**config.mk**
```make
export PLATFORM = sky130hd
export DESIGN_NAME = edad_top
export DESIGN_NICKNAME = d
export VERILOG_FILES = /design/src/hw/edad_pkg.sv /design/src/hw/edad_top.sv
export SDC_FILE = /design/constraint.sdc
export NUM_CORES = 1
export LEC_CHECK = 0
export BUFFER_PORTS_ARGS = -buffer_cell sky130_fd_sc_hd__buf_2
export CAP_MARGIN = 20
export CORE_ASPECT_RATIO = 1.4
export CORE_MARGIN = 8
export CORE_UTILIZATION = 25
export CTS_BUF_LIST = sky130_fd_sc_hd__clkbuf_4 sky130_fd_sc_hd__clkbuf_8 sky130_fd_sc_hd__clkbuf_16
export DETAILED_ROUTE_END_ITERATION = 12
export MAX_ROUTING_LAYER = met4
export PLACE_DENSITY = 0.42
export SLEW_MARGIN = 30
export SYNTH_ARGS = -nofsm -noshare
export SYNTH_HDL_FRONTEND = slang
export SYNTH_SLANG_ARGS = --single-unit
export TNS_END_PERCENT = 10
```
**constraint.sdc**
```tcl
create_clock -name sys_clk_in -period 9.87 [get_ports sys_clk_in]
set_input_delay 0.4935 -clock sys_clk_in [delete_from_list [all_inputs] [get_ports sys_clk_in]]
set_output_delay 0.4935 -clock sys_clk_in [all_outputs]
set_load 0.02 [all_outputs]
```
**src/hw/edad_pkg.sv**
```systemverilog
// Shared constants and types for energy detection and antenna diversity
package edad_pkg;

  // ==========================================================
  // Register offsets
  localparam logic [7:0] ADDR_CONV_CLK = 8'h08;
  localparam logic [7:0] ADDR_ENERGY_RESULT = 8'h16;
  localparam logic [7:0] ADDR_ENERGY_CTRL = 8'h1B;
  localparam logic [7:0] ADDR_DIV_AVG = 8'h6D;
  localparam logic [7:0] ADDR_DIV_CTRL = 8'h71;
  localparam logic [7:0] ADDR_ANT_ONE_ENERGY = 8'h73;
  localparam logic [7:0] ADDR_ANT_TWO_ENERGY = 8'h74;
  localparam logic [7:0] ADDR_PIN_FORCE = 8'h75;

  // ==========================================================
  // Field positions
  localparam int BIT_CONV_FAST = 4;
  localparam int BIT_CALC_EN = 7;
  localparam int BIT_AVG_DONE = 4;
  localparam int AVG_LSB = 0;
  localparam int AVG_W = 3;
  localparam int BIT_DIV_EN = 0;
  localparam int BIT_DOUBLE_THROW = 1;
  localparam int BIT_TRX_INV = 2;
  localparam int BIT_POL_MODE = 5;
  localparam int BIT_TRX_FORCE_EN = 0;
  localparam int BIT_ANT_FORCE_EN = 1;
  localparam int BIT_TRX_FORCE_VAL = 4;
  localparam int BIT_ANT_FORCE_VAL = 5;

  // ==========================================================
  // Reset values
  localparam logic [7:0] RST_REG = 8'h00;

  // ==========================================================
  // Timing
  localparam int CLK_NS = 4;
  localparam int CONV_SLOW_NS = 17700;
  localparam int CONV_FAST_NS = 16000;
  localparam int CONV_SLOW_CYC = CONV_SLOW_NS / CLK_NS;
  localparam int CONV_FAST_CYC = CONV_FAST_NS / CLK_NS;
  localparam int CNT_W = 16;

  // ==========================================================
  // Types
  typedef struct packed {
    logic [7:0] addr;
    logic [7:0] wdata;
    logic wr;
  } edad_reg_req_type;

  typedef struct packed {
    logic antenna_select;
    logic transmit_receive;
  } edad_pins_type;

  typedef enum logic [2:0] {
    DV_OFF,
    DV_WAIT,
    DV_ANT_A,
    DV_ANT_B,
    DV_LOCK
  } edad_div_state_type;

endpackage : edad_pkg

```
**src/hw/edad_top.sv**
```systemverilog
// Energy averaging, two-antenna diversity and antenna switch pin drive
// ==========================================================
module edad_top #(
  parameter int CONV_SLOW_CYCLES = edad_pkg::CONV_SLOW_CYC
) (
  input wire logic sys_clk_in,
  input wire logic srst_in,
  input wire edad_pkg::edad_reg_req_type reg_req_in,
  output logic [7:0] reg_rdata_out,
  input wire logic rx_on_in,
  input wire logic tx_on_in,
  input wire logic [7:0] rssi_in,
  input wire logic cca_busy_in,
  input wire logic gain_switch_in,
  input wire logic data_detect_in,
  input wire logic preamble_detect_in,
  input wire logic search_timer_expired_in,
  input wire logic div_int_clear_in,
  input wire logic rx_int_clear_in,
  output logic div_done_out,
  output logic div_false_out,
  output logic antenna_select_pin_out,
  output logic transmit_receive_pin_out
);

  // ==========================================================
  // Register storage
  logic [7:0] conv_clk_reg;
  logic [7:0] energy_ctrl;
  logic [7:0] div_avg_reg;
  logic [7:0] div_ctrl;
  logic [7:0] pin_force;
  logic [7:0] energy_result;
  logic [7:0] ant_one_energy;
  logic [7:0] ant_two_energy;
  logic energy_average_complete;
  logic chosen_ant_two;

  logic energy_calc_enable;
  logic diversity_enable;
  logic double_throw_select;
  logic trx_pin_invert;
  logic antenna_polarity_mode;
  logic [2:0] average_count_field;
  logic [2:0] diversity_average_count;

  assign energy_calc_enable = energy_ctrl[edad_pkg::BIT_CALC_EN];
  assign average_count_field =
    energy_ctrl[edad_pkg::AVG_LSB +: edad_pkg::AVG_W];
  assign diversity_average_count =
    div_avg_reg[edad_pkg::AVG_LSB +: edad_pkg::AVG_W];
  assign diversity_enable = div_ctrl[edad_pkg::BIT_DIV_EN];
  assign double_throw_select = div_ctrl[edad_pkg::BIT_DOUBLE_THROW];
  assign trx_pin_invert = div_ctrl[edad_pkg::BIT_TRX_INV];
  assign antenna_polarity_mode = div_ctrl[edad_pkg::BIT_POL_MODE];

  // ==========================================================
  // Diversity state
  edad_pkg::edad_div_state_type div_state;
  logic searching;
  logic preamble_seen;
  logic false_recent;
  logic skip_next;
  logic div_run;

  assign searching = (div_state == edad_pkg::DV_WAIT) ||
    (div_state == edad_pkg::DV_ANT_A) || (div_state == edad_pkg::DV_ANT_B);
  assign div_run = diversity_enable && rx_on_in;

  // ==========================================================
  // Conversion tick divider
  localparam logic [edad_pkg::CNT_W-1:0] SLOW_LAST =
    edad_pkg::CNT_W'(CONV_SLOW_CYCLES - 1);
  localparam logic [edad_pkg::CNT_W-1:0] FAST_LAST =
    edad_pkg::CNT_W'(edad_pkg::CONV_FAST_CYC - 1);
  logic [edad_pkg::CNT_W-1:0] conv_cnt;
  logic [edad_pkg::CNT_W-1:0] conv_last;
  logic conv_tick;
  logic restart;

  assign conv_last = conv_clk_reg[edad_pkg::BIT_CONV_FAST] ?
    FAST_LAST : SLOW_LAST;
  assign conv_tick = (conv_cnt == conv_last);

  // Restarted with each average so the first sample is a full period
  always_ff @(posedge sys_clk_in) begin
    if (srst_in || restart || conv_tick) begin
      conv_cnt <= '0;
    end else begin
      conv_cnt <= conv_cnt + 1'b1;
    end
  end

  // ==========================================================
  // Averaging engine
  logic acq_run;
  logic acq_prev;
  logic base_restart;
  logic avg_due;
  logic ant_swap;
  logic [2:0] avg_shift;
  logic [7:0] avg_last;
  logic [7:0] sample_cnt;
  logic [14:0] acc;
  logic [14:0] next_acc;
  logic avg_fire;
  logic [7:0] avg_value;

  // Diversity may measure even with calc enable clear
  assign acq_run = rx_on_in && !cca_busy_in &&
    (energy_calc_enable || searching);
  assign avg_shift = (div_state == edad_pkg::DV_ANT_A ||
    div_state == edad_pkg::DV_ANT_B) ?
    diversity_average_count : average_count_field;
  assign avg_last = 8'((9'h001 << avg_shift) - 9'h001);
  // Swap is built from the fire term, so it must not gate that term
  assign base_restart = gain_switch_in || (acq_run && !acq_prev);
  assign avg_due = acq_run && conv_tick && (sample_cnt == avg_last);
  assign avg_fire = avg_due && !base_restart;
  assign ant_swap = (div_state == edad_pkg::DV_ANT_A) && avg_fire;
  assign restart = base_restart || ant_swap;
  assign next_acc = acc + {7'h00, rssi_in};
  assign avg_value = 8'(next_acc >> avg_shift);

  always_ff @(posedge sys_clk_in) begin
    if (srst_in) begin
      acq_prev <= 1'b0;
    end else begin
      acq_prev <= acq_run;
    end
  end

  always_ff @(posedge sys_clk_in) begin
    if (srst_in || restart || !acq_run) begin
      acc <= '0;
      sample_cnt <= '0;
    end else if (conv_tick) begin
      if (sample_cnt == avg_last) begin
        acc <= '0;
        sample_cnt <= '0;
      end else begin
        acc <= next_acc;
        sample_cnt <= sample_cnt + 1'b1;
      end
    end
  end

  // Result and done flag
  always_ff @(posedge sys_clk_in) begin
    if (srst_in) begin
      energy_result <= edad_pkg::RST_REG;
      energy_average_complete <= 1'b0;
    end else if (avg_fire && !searching) begin
      energy_result <= avg_value;
      energy_average_complete <= 1'b1;
    end else if (restart) begin
      energy_average_complete <= 1'b0;
    end
  end

  // ==========================================================
  // Diversity search
  logic div_clear;
  assign div_clear = div_int_clear_in || rx_int_clear_in || div_false_out;

  always_ff @(posedge sys_clk_in) begin
    if (srst_in) begin
      div_state <= edad_pkg::DV_OFF;
      div_done_out <= 1'b0;
      div_false_out <= 1'b0;
      preamble_seen <= 1'b0;
    end else begin
      div_done_out <= 1'b0;
      div_false_out <= 1'b0;
      if (!div_run) begin
        div_state <= edad_pkg::DV_OFF;
      end else begin
        case (div_state)
          edad_pkg::DV_OFF: begin
            div_state <= skip_next ? edad_pkg::DV_LOCK
              : edad_pkg::DV_WAIT;
            preamble_seen <= 1'b0;
          end
          edad_pkg::DV_WAIT: begin
            if (data_detect_in) begin
              div_state <= edad_pkg::DV_ANT_A;
            end
          end
          edad_pkg::DV_ANT_A: begin
            if (avg_fire) begin
              div_state <= edad_pkg::DV_ANT_B;
            end
          end
          edad_pkg::DV_ANT_B: begin
            if (avg_fire) begin
              div_state <= edad_pkg::DV_LOCK;
              div_done_out <= 1'b1;
              preamble_seen <= 1'b0;
            end
          end
          edad_pkg::DV_LOCK: begin
            if (preamble_detect_in) begin
              preamble_seen <= 1'b1;
            end
            if (search_timer_expired_in && !preamble_seen &&
                !preamble_detect_in) begin
              div_state <= edad_pkg::DV_WAIT;
              div_false_out <= 1'b1;
            end else if (div_int_clear_in) begin
              div_state <= edad_pkg::DV_WAIT;
            end
          end
          default: begin
            div_state <= edad_pkg::DV_OFF;
          end
        endcase
      end
    end
  end

  // Skip bookkeeping after a false completion
  always_ff @(posedge sys_clk_in) begin
    if (srst_in) begin
      false_recent <= 1'b0;
      skip_next <= 1'b0;
    end else begin
      if (div_false_out) begin
        false_recent <= 1'b1;
      end else if (preamble_detect_in || div_done_out) begin
        false_recent <= 1'b0;
      end
      if (tx_on_in && false_recent) begin
        skip_next <= 1'b1;
      end else if (div_state == edad_pkg::DV_OFF && div_run) begin
        skip_next <= 1'b0;
      end
    end
  end

  // Per-antenna energies; a new store wins over a clear
  always_ff @(posedge sys_clk_in) begin
    if (srst_in) begin
      ant_one_energy <= edad_pkg::RST_REG;
      ant_two_energy <= edad_pkg::RST_REG;
      chosen_ant_two <= 1'b0;
    end else if (div_state == edad_pkg::DV_ANT_A && avg_fire) begin
      ant_one_energy <= avg_value;
    end else if (div_state == edad_pkg::DV_ANT_B && avg_fire) begin
      ant_two_energy <= avg_value;
      chosen_ant_two <= (avg_value > ant_one_energy);
    end else if (div_clear) begin
      ant_one_energy <= edad_pkg::RST_REG;
      ant_two_energy <= edad_pkg::RST_REG;
      chosen_ant_two <= 1'b0;
    end
  end

  // ==========================================================
  // Pin drive
  edad_pkg::edad_pins_type next_pins;
  logic use_ant_two;

  assign use_ant_two = (div_state == edad_pkg::DV_ANT_B) ||
    (div_state == edad_pkg::DV_LOCK && chosen_ant_two);

  always_comb begin
    next_pins = '0;
    if (double_throw_select && !antenna_polarity_mode) begin
      if (tx_on_in) begin
        next_pins = '{antenna_select: 1'b0, transmit_receive: 1'b1};
      end else if (rx_on_in && use_ant_two) begin
        next_pins = '{antenna_select: 1'b0, transmit_receive: 1'b1};
      end else begin
        next_pins = '{antenna_select: 1'b1, transmit_receive: 1'b0};
      end
      if (trx_pin_invert) begin
        next_pins = ~next_pins;
      end
    end else begin
      next_pins.antenna_select = rx_on_in && use_ant_two;
      next_pins.transmit_receive = tx_on_in ^ trx_pin_invert;
    end
    // Forcing is blocked during receive to keep the link in step
    if (!diversity_enable && !rx_on_in) begin
      if (pin_force[edad_pkg::BIT_ANT_FORCE_EN]) begin
        next_pins.antenna_select =
          pin_force[edad_pkg::BIT_ANT_FORCE_VAL];
      end
      if (pin_force[edad_pkg::BIT_TRX_FORCE_EN]) begin
        next_pins.transmit_receive = pin_force[edad_pkg::BIT_TRX_FORCE_VAL];
      end
    end
  end

  always_ff @(posedge sys_clk_in) begin
    if (srst_in) begin
      antenna_select_pin_out <= 1'b0;
      transmit_receive_pin_out <= 1'b0;
    end else begin
      antenna_select_pin_out <= next_pins.antenna_select;
      transmit_receive_pin_out <= next_pins.transmit_receive;
    end
  end

  // ==========================================================
  // Register port
  always_ff @(posedge sys_clk_in) begin
    if (srst_in) begin
      conv_clk_reg <= edad_pkg::RST_REG;
      energy_ctrl <= edad_pkg::RST_REG;
      div_avg_reg <= edad_pkg::RST_REG;
      div_ctrl <= edad_pkg::RST_REG;
      pin_force <= edad_pkg::RST_REG;
    end else if (reg_req_in.wr) begin
      if (reg_req_in.addr == edad_pkg::ADDR_CONV_CLK) begin
        conv_clk_reg <= reg_req_in.wdata;
      end else if (reg_req_in.addr == edad_pkg::ADDR_ENERGY_CTRL) begin
        energy_ctrl <= reg_req_in.wdata;
      end else if (reg_req_in.addr == edad_pkg::ADDR_DIV_AVG) begin
        div_avg_reg <= reg_req_in.wdata;
      end else if (reg_req_in.addr == edad_pkg::ADDR_DIV_CTRL) begin
        div_ctrl <= reg_req_in.wdata;
      end else if (reg_req_in.addr == edad_pkg::ADDR_PIN_FORCE) begin
        pin_force <= reg_req_in.wdata;
      end
    end
  end

  logic [7:0] next_rdata;
  always_comb begin
    next_rdata = 8'h00;
    if (reg_req_in.addr == edad_pkg::ADDR_CONV_CLK) begin
      next_rdata = conv_clk_reg;
    end else if (reg_req_in.addr == edad_pkg::ADDR_ENERGY_RESULT) begin
      next_rdata = energy_result;
    end else if (reg_req_in.addr == edad_pkg::ADDR_ENERGY_CTRL) begin
      next_rdata = energy_ctrl;
      next_rdata[edad_pkg::BIT_AVG_DONE] = energy_average_complete;
    end else if (reg_req_in.addr == edad_pkg::ADDR_DIV_AVG) begin
      next_rdata = div_avg_reg;
    end else if (reg_req_in.addr == edad_pkg::ADDR_DIV_CTRL) begin
      next_rdata = div_ctrl;
    end else if (reg_req_in.addr == edad_pkg::ADDR_ANT_ONE_ENERGY) begin
      next_rdata = ant_one_energy;
    end else if (reg_req_in.addr == edad_pkg::ADDR_ANT_TWO_ENERGY) begin
      next_rdata = ant_two_energy;
    end else if (reg_req_in.addr == edad_pkg::ADDR_PIN_FORCE) begin
      next_rdata = pin_force;
    end
  end

  always_ff @(posedge sys_clk_in) begin
    if (srst_in) begin
      reg_rdata_out <= 8'h00;
    end else begin
      reg_rdata_out <= next_rdata;
    end
  end
endmodule : edad_top

```
==> results of run 1 <==
layout by cell type (no fill, tap or decap), types with 5 or more instances in the layout:
cell type | Yosys | layout
dfxtp_1 | 123 | 123
nor2_1 | 119 | 119
nand2_1 | 67 | 67
a21oi_1 | 56 | 56
buf_2 | 4 | 47
o21ai_0 | 39 | 39
mux2i_1 | 40 | 39
nand3_1 | 39 | 39
inv_1 | 27 | 27
nor3_1 | 28 | 25
ha_1 | 19 | 19
o211ai_1 | 18 | 18
a22oi_1 | 18 | 18
clkbuf_16 | 0 | 17
xnor2_1 | 16 | 16
xor2_1 | 16 | 16
nand4_1 | 12 | 12
buf_4 | 1 | 11
a211oi_1 | 10 | 10
a22o_1 | 10 | 10
o21a_1 | 9 | 9
and3_1 | 8 | 8
a31oi_1 | 8 | 8
a222oi_1 | 8 | 8
nor4_1 | 8 | 7
or4_1 | 7 | 7
nand2b_1 | 6 | 6
mux2_2 | 6 | 6
nand4b_1 | 6 | 6
bufinv_16 | 0 | 6
nor2b_1 | 6 | 5
a21o_1 | 5 | 5
and2_1 | 5 | 5
logic make-up (layout without fill, tap and decap cells):
group | count (synthesis) | count (layout) | share of synthesized area [%]
compound gates | 212 | 212 | 20.6
xor+xnor | 33 | 33 | 4.30
fa+ha+maj | 20 | 20 | 3.74
buf+inv | 71 | 117 | 4.10
flops | 123 | 123 | 35.7
mux | 48 | 48 | 7.33
simple gates | 339 | 339 | 24.3
layer usage:
layer | track usage, % | vias to the layer above | share of wire [%]
met4 | 5.32 | 0 | 1.9
met2 | 25.4 | 97 | 52
li1 | - | 3156 | -
met3 | 1.93 | 26 | 2.5
met5 | - | - | 0
met1 | 15.9 | 2951 | 43
tightest hold or removal path, delay by kind of cell:
kind,cells,cell delay [ns]
buffers and inverters,1,0.13
AND/OR/NAND/NOR,1,0.07
AO/OA/AOI/OAI,1,0.05
area by class of cell:
type                    instances  area (sq um)
clock inverters                14           239
inverters                      27           101
clock buffers                  18           439
multi-input cells             652          4190
fillers                      3033         19200
well taps                     370           463
repair buffers                 58           318
flip-flops and latches        123          2460
Yosys cell counts, drive strengths merged (5+ instances only):
master / count / share of area (%)
dfxtp: 123 / 36
nor2: 119 / 6.5
nand2: 68 / 3.7
a21oi: 56 / 4.1
mux2i: 40 / 5.8
o21ai: 40 / 2.9
nand3: 39 / 2.8
clkbuf: 35 / 1.9
nor3: 31 / 2.6
inv: 27 / 1.5
ha: 19 / 3.4
a22oi: 18 / 2.0
o211ai: 18 / 2.0
xnor2: 17 / 2.3
xor2: 16 / 2.0
nand4: 13 / 1.3
a211oi: 10 / 1.1
a22o: 10 / 1.3
nor4: 10 / 1.3
buf: 9 / 0.73
o21a: 9 / 0.98
a222oi: 8 / 1.2
a31oi: 8 / 0.73
and3: 8 / 0.73
mux2: 7 / 1.2
or4: 7 / 0.76
nand2b: 6 / 0.54
nand4b: 6 / 0.76
nor2b: 6 / 0.54
a21o: 5 / 0.54
and2: 5 / 0.45
power groups by stage:
stage / clock network, uW / registers, uW / logic, uW
after floorplan: 0 / 509 / 28.5
after global placement: 0 / 509 / 53.2
after detailed placement: 0 / 509 / 53.0
after CTS: 742 / 498 / 53.3
after global routing: 766 / 498 / 58.7
final: 728 / 498 / 52.4
worst paths after layout:
| path | endpoint | slack (ns) | cells after the start |
|---|---|---|---|
| min reg2reg | conv_clk_reg[6] | 0.46 | 2 |
| max | energy_result[7] | 5.28 | 12 |
| min | conv_clk_reg[6] | 0.37 | 3 |
| max reg2reg | energy_result[7] | 5.28 | 12 |
per-stage QoR:
stage	instance area (sq um)	hold slack, ns
3_5_place_dp	7530	0.448
2_1_floorplan	6900	0.436
3_3_place_gp	7520	0.444
6_report	8220	0.371
5_1_grt	8220	0.379
4_1_cts	8210	0.361
==> impl_summary.md, run 1 <==
Cells and area
The share of final-layout standard cells stronger than drive strength 1 is 13.8%. The net total in the final layout is 935. Once layout is complete, the utilization of the core stands at 30.0%. Counting flops per register, the top entry is conv_cnt.

From synthesis to final layout, the design area changed by 19.1%. The final instance count without filler cells is 1262. The number of flip-flops in the largest register is 16. The repair_antennas step left the layout with diodes totalling 0. In the final layout, the registers with the most flip-flops are conv_cnt (16), acc (15).

Clocking
The total number of H-tree levels is 4. Post-CTS timing repair inserted 0 buffers for setup. TritonCTS built the clock tree. The longest clock path from root to sink contains 2 buffers. The number of CTS-inserted buffers is 17. In this run, post-CTS repair resized a total of 0 instances.

The number of sinks driven by the clock tree is 123. After clock tree synthesis, the flow added hold-fix buffers numbering 0. The clock latency on the worst-skew pair is 0.43 ns.

The root buffer cell is clkbuf_16. Clock-pin slew was measured on the worst setup and hold paths at 0.06 ns.

Detailed routing
In this run, the number of DRC markers left after iteration 0 of detailed routing was 395. The number of search-and-repair iterations in the first detailed-routing pass is 4. In the routed layout, each cell is associated on average with a via count of 4.94. The number of remaining DRC errors is 0. Dividing the detail-routed wire length by the instance count gives 17.6 um. The number of vias in the routed layout is 6230. Wires add up to 22200 um. The count of nets left with antenna violations once routing finished came out at 0.

STA
The final sum of negative setup slack is 0 ns. The count of final hold-check violations came to 0. Setup repair after global routing left no endpoint under its margin.

Based on the critical path, the design can be clocked at up to 218 MHz. The post-route clock period utilization is 46.5%. The worst-case clock skew is 0.0106 ns. At the pin with the least slew margin, the transition time is 0.887 ns. The routed design could run at a clock period as short as 4.59 ns. The total count of max-transition violations in the final report was 0.

The post-route worst setup slack is 5.28 ns. The total of endpoints with negative setup slack in the final report is 0. In this run the tightest slew margin relative to its limit is 40.7%.

Yosys
After technology mapping, the gate count stands at 846. The number of synthesis warnings is 0. The register area share after synthesis is 35.7%. The synthesized design contains 0 enable-type register cells. Counting flops and latches in the post-synthesis netlist gives 123.

In this run, distinct cell masters in the synthesized netlist total 70. The most used flip-flop cell after synthesis is dfxtp_1. The netlist area before placement is 6900 sq um. The synthesized area divided by synthesized cell count is 8.16 sq um. The number of nets produced by synthesis is 902. Of all flip-flops after synthesis, the portion carrying an async set or reset was 0%.

Critical path
The startpoint identified for the worst register-to-register timing path is div_state[2]. The critical path data arrival time is 4.92 ns. The most critical setup path has its startpoint at div_state[2]. In this run the worst path has a maximum fanout of 22.

The most used cell along the critical path is or4_1. Grouping stages by cell kind, the critical path spends the most delay in simple AND/OR/NAND/NOR gates. The slowest stage of the critical path belongs to the cell or4_1. The highest cell delay on the worst timing path is 0.58 ns. The count of buffering cells on the critical path with inverters included is 0. STA puts the critical path data required time at 10.19 ns. The worst setup path is captured at a flip-flop. The worst setup path is launched from a flip-flop. The classification of the worst setup path is reg2reg. Traced cell by cell, the critical path runs through nand2b_1, mux2_2, nor2_1, nand2_1, ha_1, xnor2_1, or4_1, a31oi_1, and3_1, nand2_2, or4_1, o32ai_1.

Worst hold path
The type of the most critical hold path is in2reg. In this run the most critical hold path is launched from reg_req_in[7].

Floorplan
The count of pins on the block boundary is 48. The die boundary width is 156 um. The floorplan step defined a die boundary enclosing 33200 sq um. The initial core utilization is 25.2%.

The total area inside the core boundary comes to 27400 sq um. Measured along the y axis, the die boundary spans 213 um. Row generation in the floorplan step produced 72 rows.

Global route
The number of antenna violations at the first check in global routing was 0. The global-route wire length before repair is 35900 um. The number of global-route vias before repair is 6410. The all-layer global routing usage is 14.3%.

Entering global routing, the biggest net connects 71 pins. For this run the aggregate overflow at the end of global routing stands at 0.

Power
Of the total power, the share spent switching nets is 22.0%. The clock network accounts for 56.9% of the total power. The internal portion of the total power is 997 uW. The analysis attributes to net switching a power of 281 uW. Power spread over the standard cell area amounts to 156 nW/um^2.

The total chip power is 1280 uW. Sequential cells account for 39.0% of the total power. In this run the static leakage power is 0.00282 uW.

The relative contribution of combinational cells to total power is 4.1%. Across the VDD grid, the largest voltage drop is 0.102 mV.

Job
Max-cap violations in this run came to 0.

Place
The detailed placement HPWL is 16500 um. Routability-driven placement finished with a final weighted congestion of 0.809. The number of placed instances, taps included, is 1230. The number of port buffers is 47. Before CTS, the worst setup slack after placement is 5.28 ns.

Outcome
The run finished with clean final reports.
(Power assumes the default switching activity.)
==> run 2, diff against run 1 <==
Settings changed: PLACE_DENSITY 0.42 to 0.43.
Clock period 9.87 ns to 3.87 ns, I/O delays scaled along.
==> impl_summary.md, run 2 (synthesis results as in run 1) <==
Clocking
The total number of H-tree levels is 4 (unchanged). The post-cts hold buffer count is 0 (unchanged). The clock-pin slew of the registers on the worst-case setup and hold paths is 0.06 ns (about the same). The clock tree from TritonCTS is built. The number of CTS-inserted buffers is 17 (unchanged).

The clock latency on the worst-skew pair was 0.42 ns (about the same). The root buffer cell is clkbuf_16. The deepest clock path buffer count is 2 (unchanged). The number of sinks driven by the clock tree is 123 (unchanged).

Global route
The maximum number of pins on one net before global-route repair was 37 (-48%). The global-route wire length before repair came to 35700 um (-0.42%). The number of global-route vias before repair is 6348 (-0.97%). The all-layer global routing usage is 14.3% (+0.019 points). The aggregate global routing overflow was 0 (unchanged). The number of antenna violations at the first check in global routing is 0 (unchanged).

Power
The reported leakage power came to 0.00294 uW (+4.0%). The worst-case vdd ir drop came to 0.226 mV (+120%). The total chip power is 2980 uW (+130%). The power per cell area is 357 nW/um^2 (+130%).

Detailed routing
The number of remaining DRC errors is 0 (unchanged). The number of search-and-repair iterations in the first detailed-routing pass is 5 (+1). The wire length per cell is 17.4 um (-0.78%). The remaining number of nets flagged by the antenna check after routing came to 0 (unchanged). The overall routed net length is 22500 um (+1.5%). The first-iteration detailed-routing DRC count is 332 (-16%). The number of vias in the routed layout is 6390 (+2.6%). The vias per cell is 4.95 (+0.26%).

Outcome
The run finished with clean final reports.

Place
The detailed placement HPWL is 17200 um (+4.0%). The final weighted congestion in routability-driven placement was 0.783 (-3.3%). The worst slack after detailed placement is 0.152 ns (-5.13 ns). The cell total after placement is 1259 (+2.4%). The number of port buffers is 47 (unchanged). The cell area reported after detailed placement is 7730 sq um (+2.6%).

STA
The post-route worst setup slack is 0.276 ns (-5.00 ns). The worst-case clock skew is 0.0132 ns (+0.00258 ns). The timing-limited maximum frequency was 278 MHz (+28%). The total of endpoints with negative setup slack in the final report came to 0 (unchanged).

The worst hold slack came to 0.0792 ns (-0.292 ns). The count of final hold-check violations is 0 (unchanged). The post-route clock period utilization is 92.9% (+46 points). The slew at the pin closest to its max-slew limit is 0.688 ns (-0.199 ns).

The headroom to the max-slew limit came to 54.2% (+13 points). The total count of max-transition violations in the final report is 0 (unchanged). The time the final worst path needs with I/O delays and setup is 3.59 ns (-1.00 ns).

Critical path
The largest driver fanout on the critical path came to 6 (-73%). The critical path is of the reg2reg type. The most used cell along the critical path is o21ai_0. The data required time at the worst endpoint is 4.16 ns (-6.03 ns). Walking the worst path, the cells encountered are ha_4, inv_1, fa_2, nor2b_2, o31a_1, o2111ai_1, nor3b_2, mux2_2, mux2_2, mux2i_2, inv_1, ha_1, o21a_1, o21ai_0, nand2b_1, a21oi_1, o21ai_0, o21ai_0, o21ai_0. The critical path data arrival time was 3.89 ns (-1.03 ns). The sort of element at the start of the critical path is a flip-flop. The element type at the critical path end is a flip-flop. On the critical path, the stage with the largest delay is an instance of dfxtp_1.

The highest cell delay on the worst timing path is 0.36 ns (-0.22 ns).

Cells and area
The number of flip-flops in the largest register is 16 (unchanged). The multi-input gate area in the final layout is 4210 sq um (+0.48%). Leaving out fill and tap cells, the most frequent cell in the layout is dfxtp_1. The register ranked first by flip-flop count is conv_cnt. The final instance count without filler cells is 1291 (+2.3%). The final non-filler cell area is 8370 sq um (+1.8%). The number of fill cells is 3030 (-0.099%). The share of final-layout standard cells stronger than drive strength 1 is 16.9% (+3.1 points).

Leaving out fill and tap cells, the most frequent cells in the layout are 123 x dfxtp_1, 119 x nor2_1, 67 x nand2_1, 56 x a21oi_1, 47 x buf_2. The largest registers in the layout are conv_cnt (16), acc (15). The count of antenna diodes in the layout is 0 (unchanged). Relative to the synthesized area, the layout overhead comes to 21.3%. The sequential cell area was 2460 sq um (unchanged). The net total in the final layout came to 967 (+3.4%).

Floorplan
The total die area is 33200 sq um (unchanged). The standard-cell row count came to 72 (unchanged). The initial core utilization is 25.2% (unchanged). The area of the placeable core is 27400 sq um (unchanged). The die boundary width came to 156 um (unchanged). The vertical die dimension was 213 um (unchanged).

The count of pins on the block boundary was 48 (unchanged).

Job
The reported max-cap violation count came to 0 (unchanged).

Worst hold path
The tightest min-delay check is of the in2reg type.
==> run 2: cell types whose count changed in the layout (fill, tap and decap cells not counted), moves of 2 or more <==
cell	before	now
buf_4	11	43
bufinv_16	6	2
clkbuf_4	0	3
inv_6	3	0
nor3_1	25	28
nor3_2	4	1
o21ai_0	39	36
o21ai_1	0	2
==> run 2: final timing paths <==
| kind | startpoint | endpoint | slack, ns | cells past startpoint |
|---|---|---|---|---|
| setup / recovery | acc[0] | chosen_ant_two | 0.28 | 19 |
| hold / removal | reg_req_in[4] | conv_clk_reg[3] | 0.08 | 3 |
| hold reg to reg | acc[4] | acc[4] | 0.46 | 2 |
| setup reg to reg | acc[0] | chosen_ant_two | 0.28 | 19 |
==> run 2: cell type report <==
type | count | share of cell area, %
Multi-Input combinational cell | 652 | 50.4
Sequential cell | 123 | 29.4
Timing Repair Buffer | 90 | 6.67
Clock buffer | 22 | 5.68
Tap cell | 370 | 5.53
Inverter | 27 | 1.21
Clock inverter | 7 | 1.12
==> run 2: stage by stage <==
step           setup TNS [ns]  utilization (%)
6_report                    0             30.6
5_1_grt              -0.00310             30.6
4_1_cts                     0             30.3
3_5_place_dp                0             28.2
3_3_place_gp                0             28.2
2_1_floorplan               0                -
==> run 2: worst max-delay path, delay by kind of cell, from the launching register on <==
kind            cells  cell delay [ns]
buf+inv             2             0.13
flops               1             0.36
simple gates        3             0.42
mux                 3             0.72
fa+ha+maj           3             0.79
compound gates      8             1.03
==> run 2: report_power, final <==
part	leakage [uW]	internal (uW)	switching, uW
Clock	0.000278	990	581
Sequential	0.000991	1270	1.84
Combinational	0.00167	53.4	89.2
==> run 2: per-layer routing <==
layer  routed length [um]  vias up  GRT usage, %  share of wire (%)
met3                  721       37          2.60                3.2
met4                  555        0          5.28                2.5
li1                     -     3217             -                  -
met2                11600      113          25.1                 51
met5                    0        -             -                  0
met1                 9680     3023          15.8                 43
==> run 2: timing repair <==
action                     CTS  global route
buffers inserted             0             3
setup endpoints to repair    0             1
resized for setup            0            11
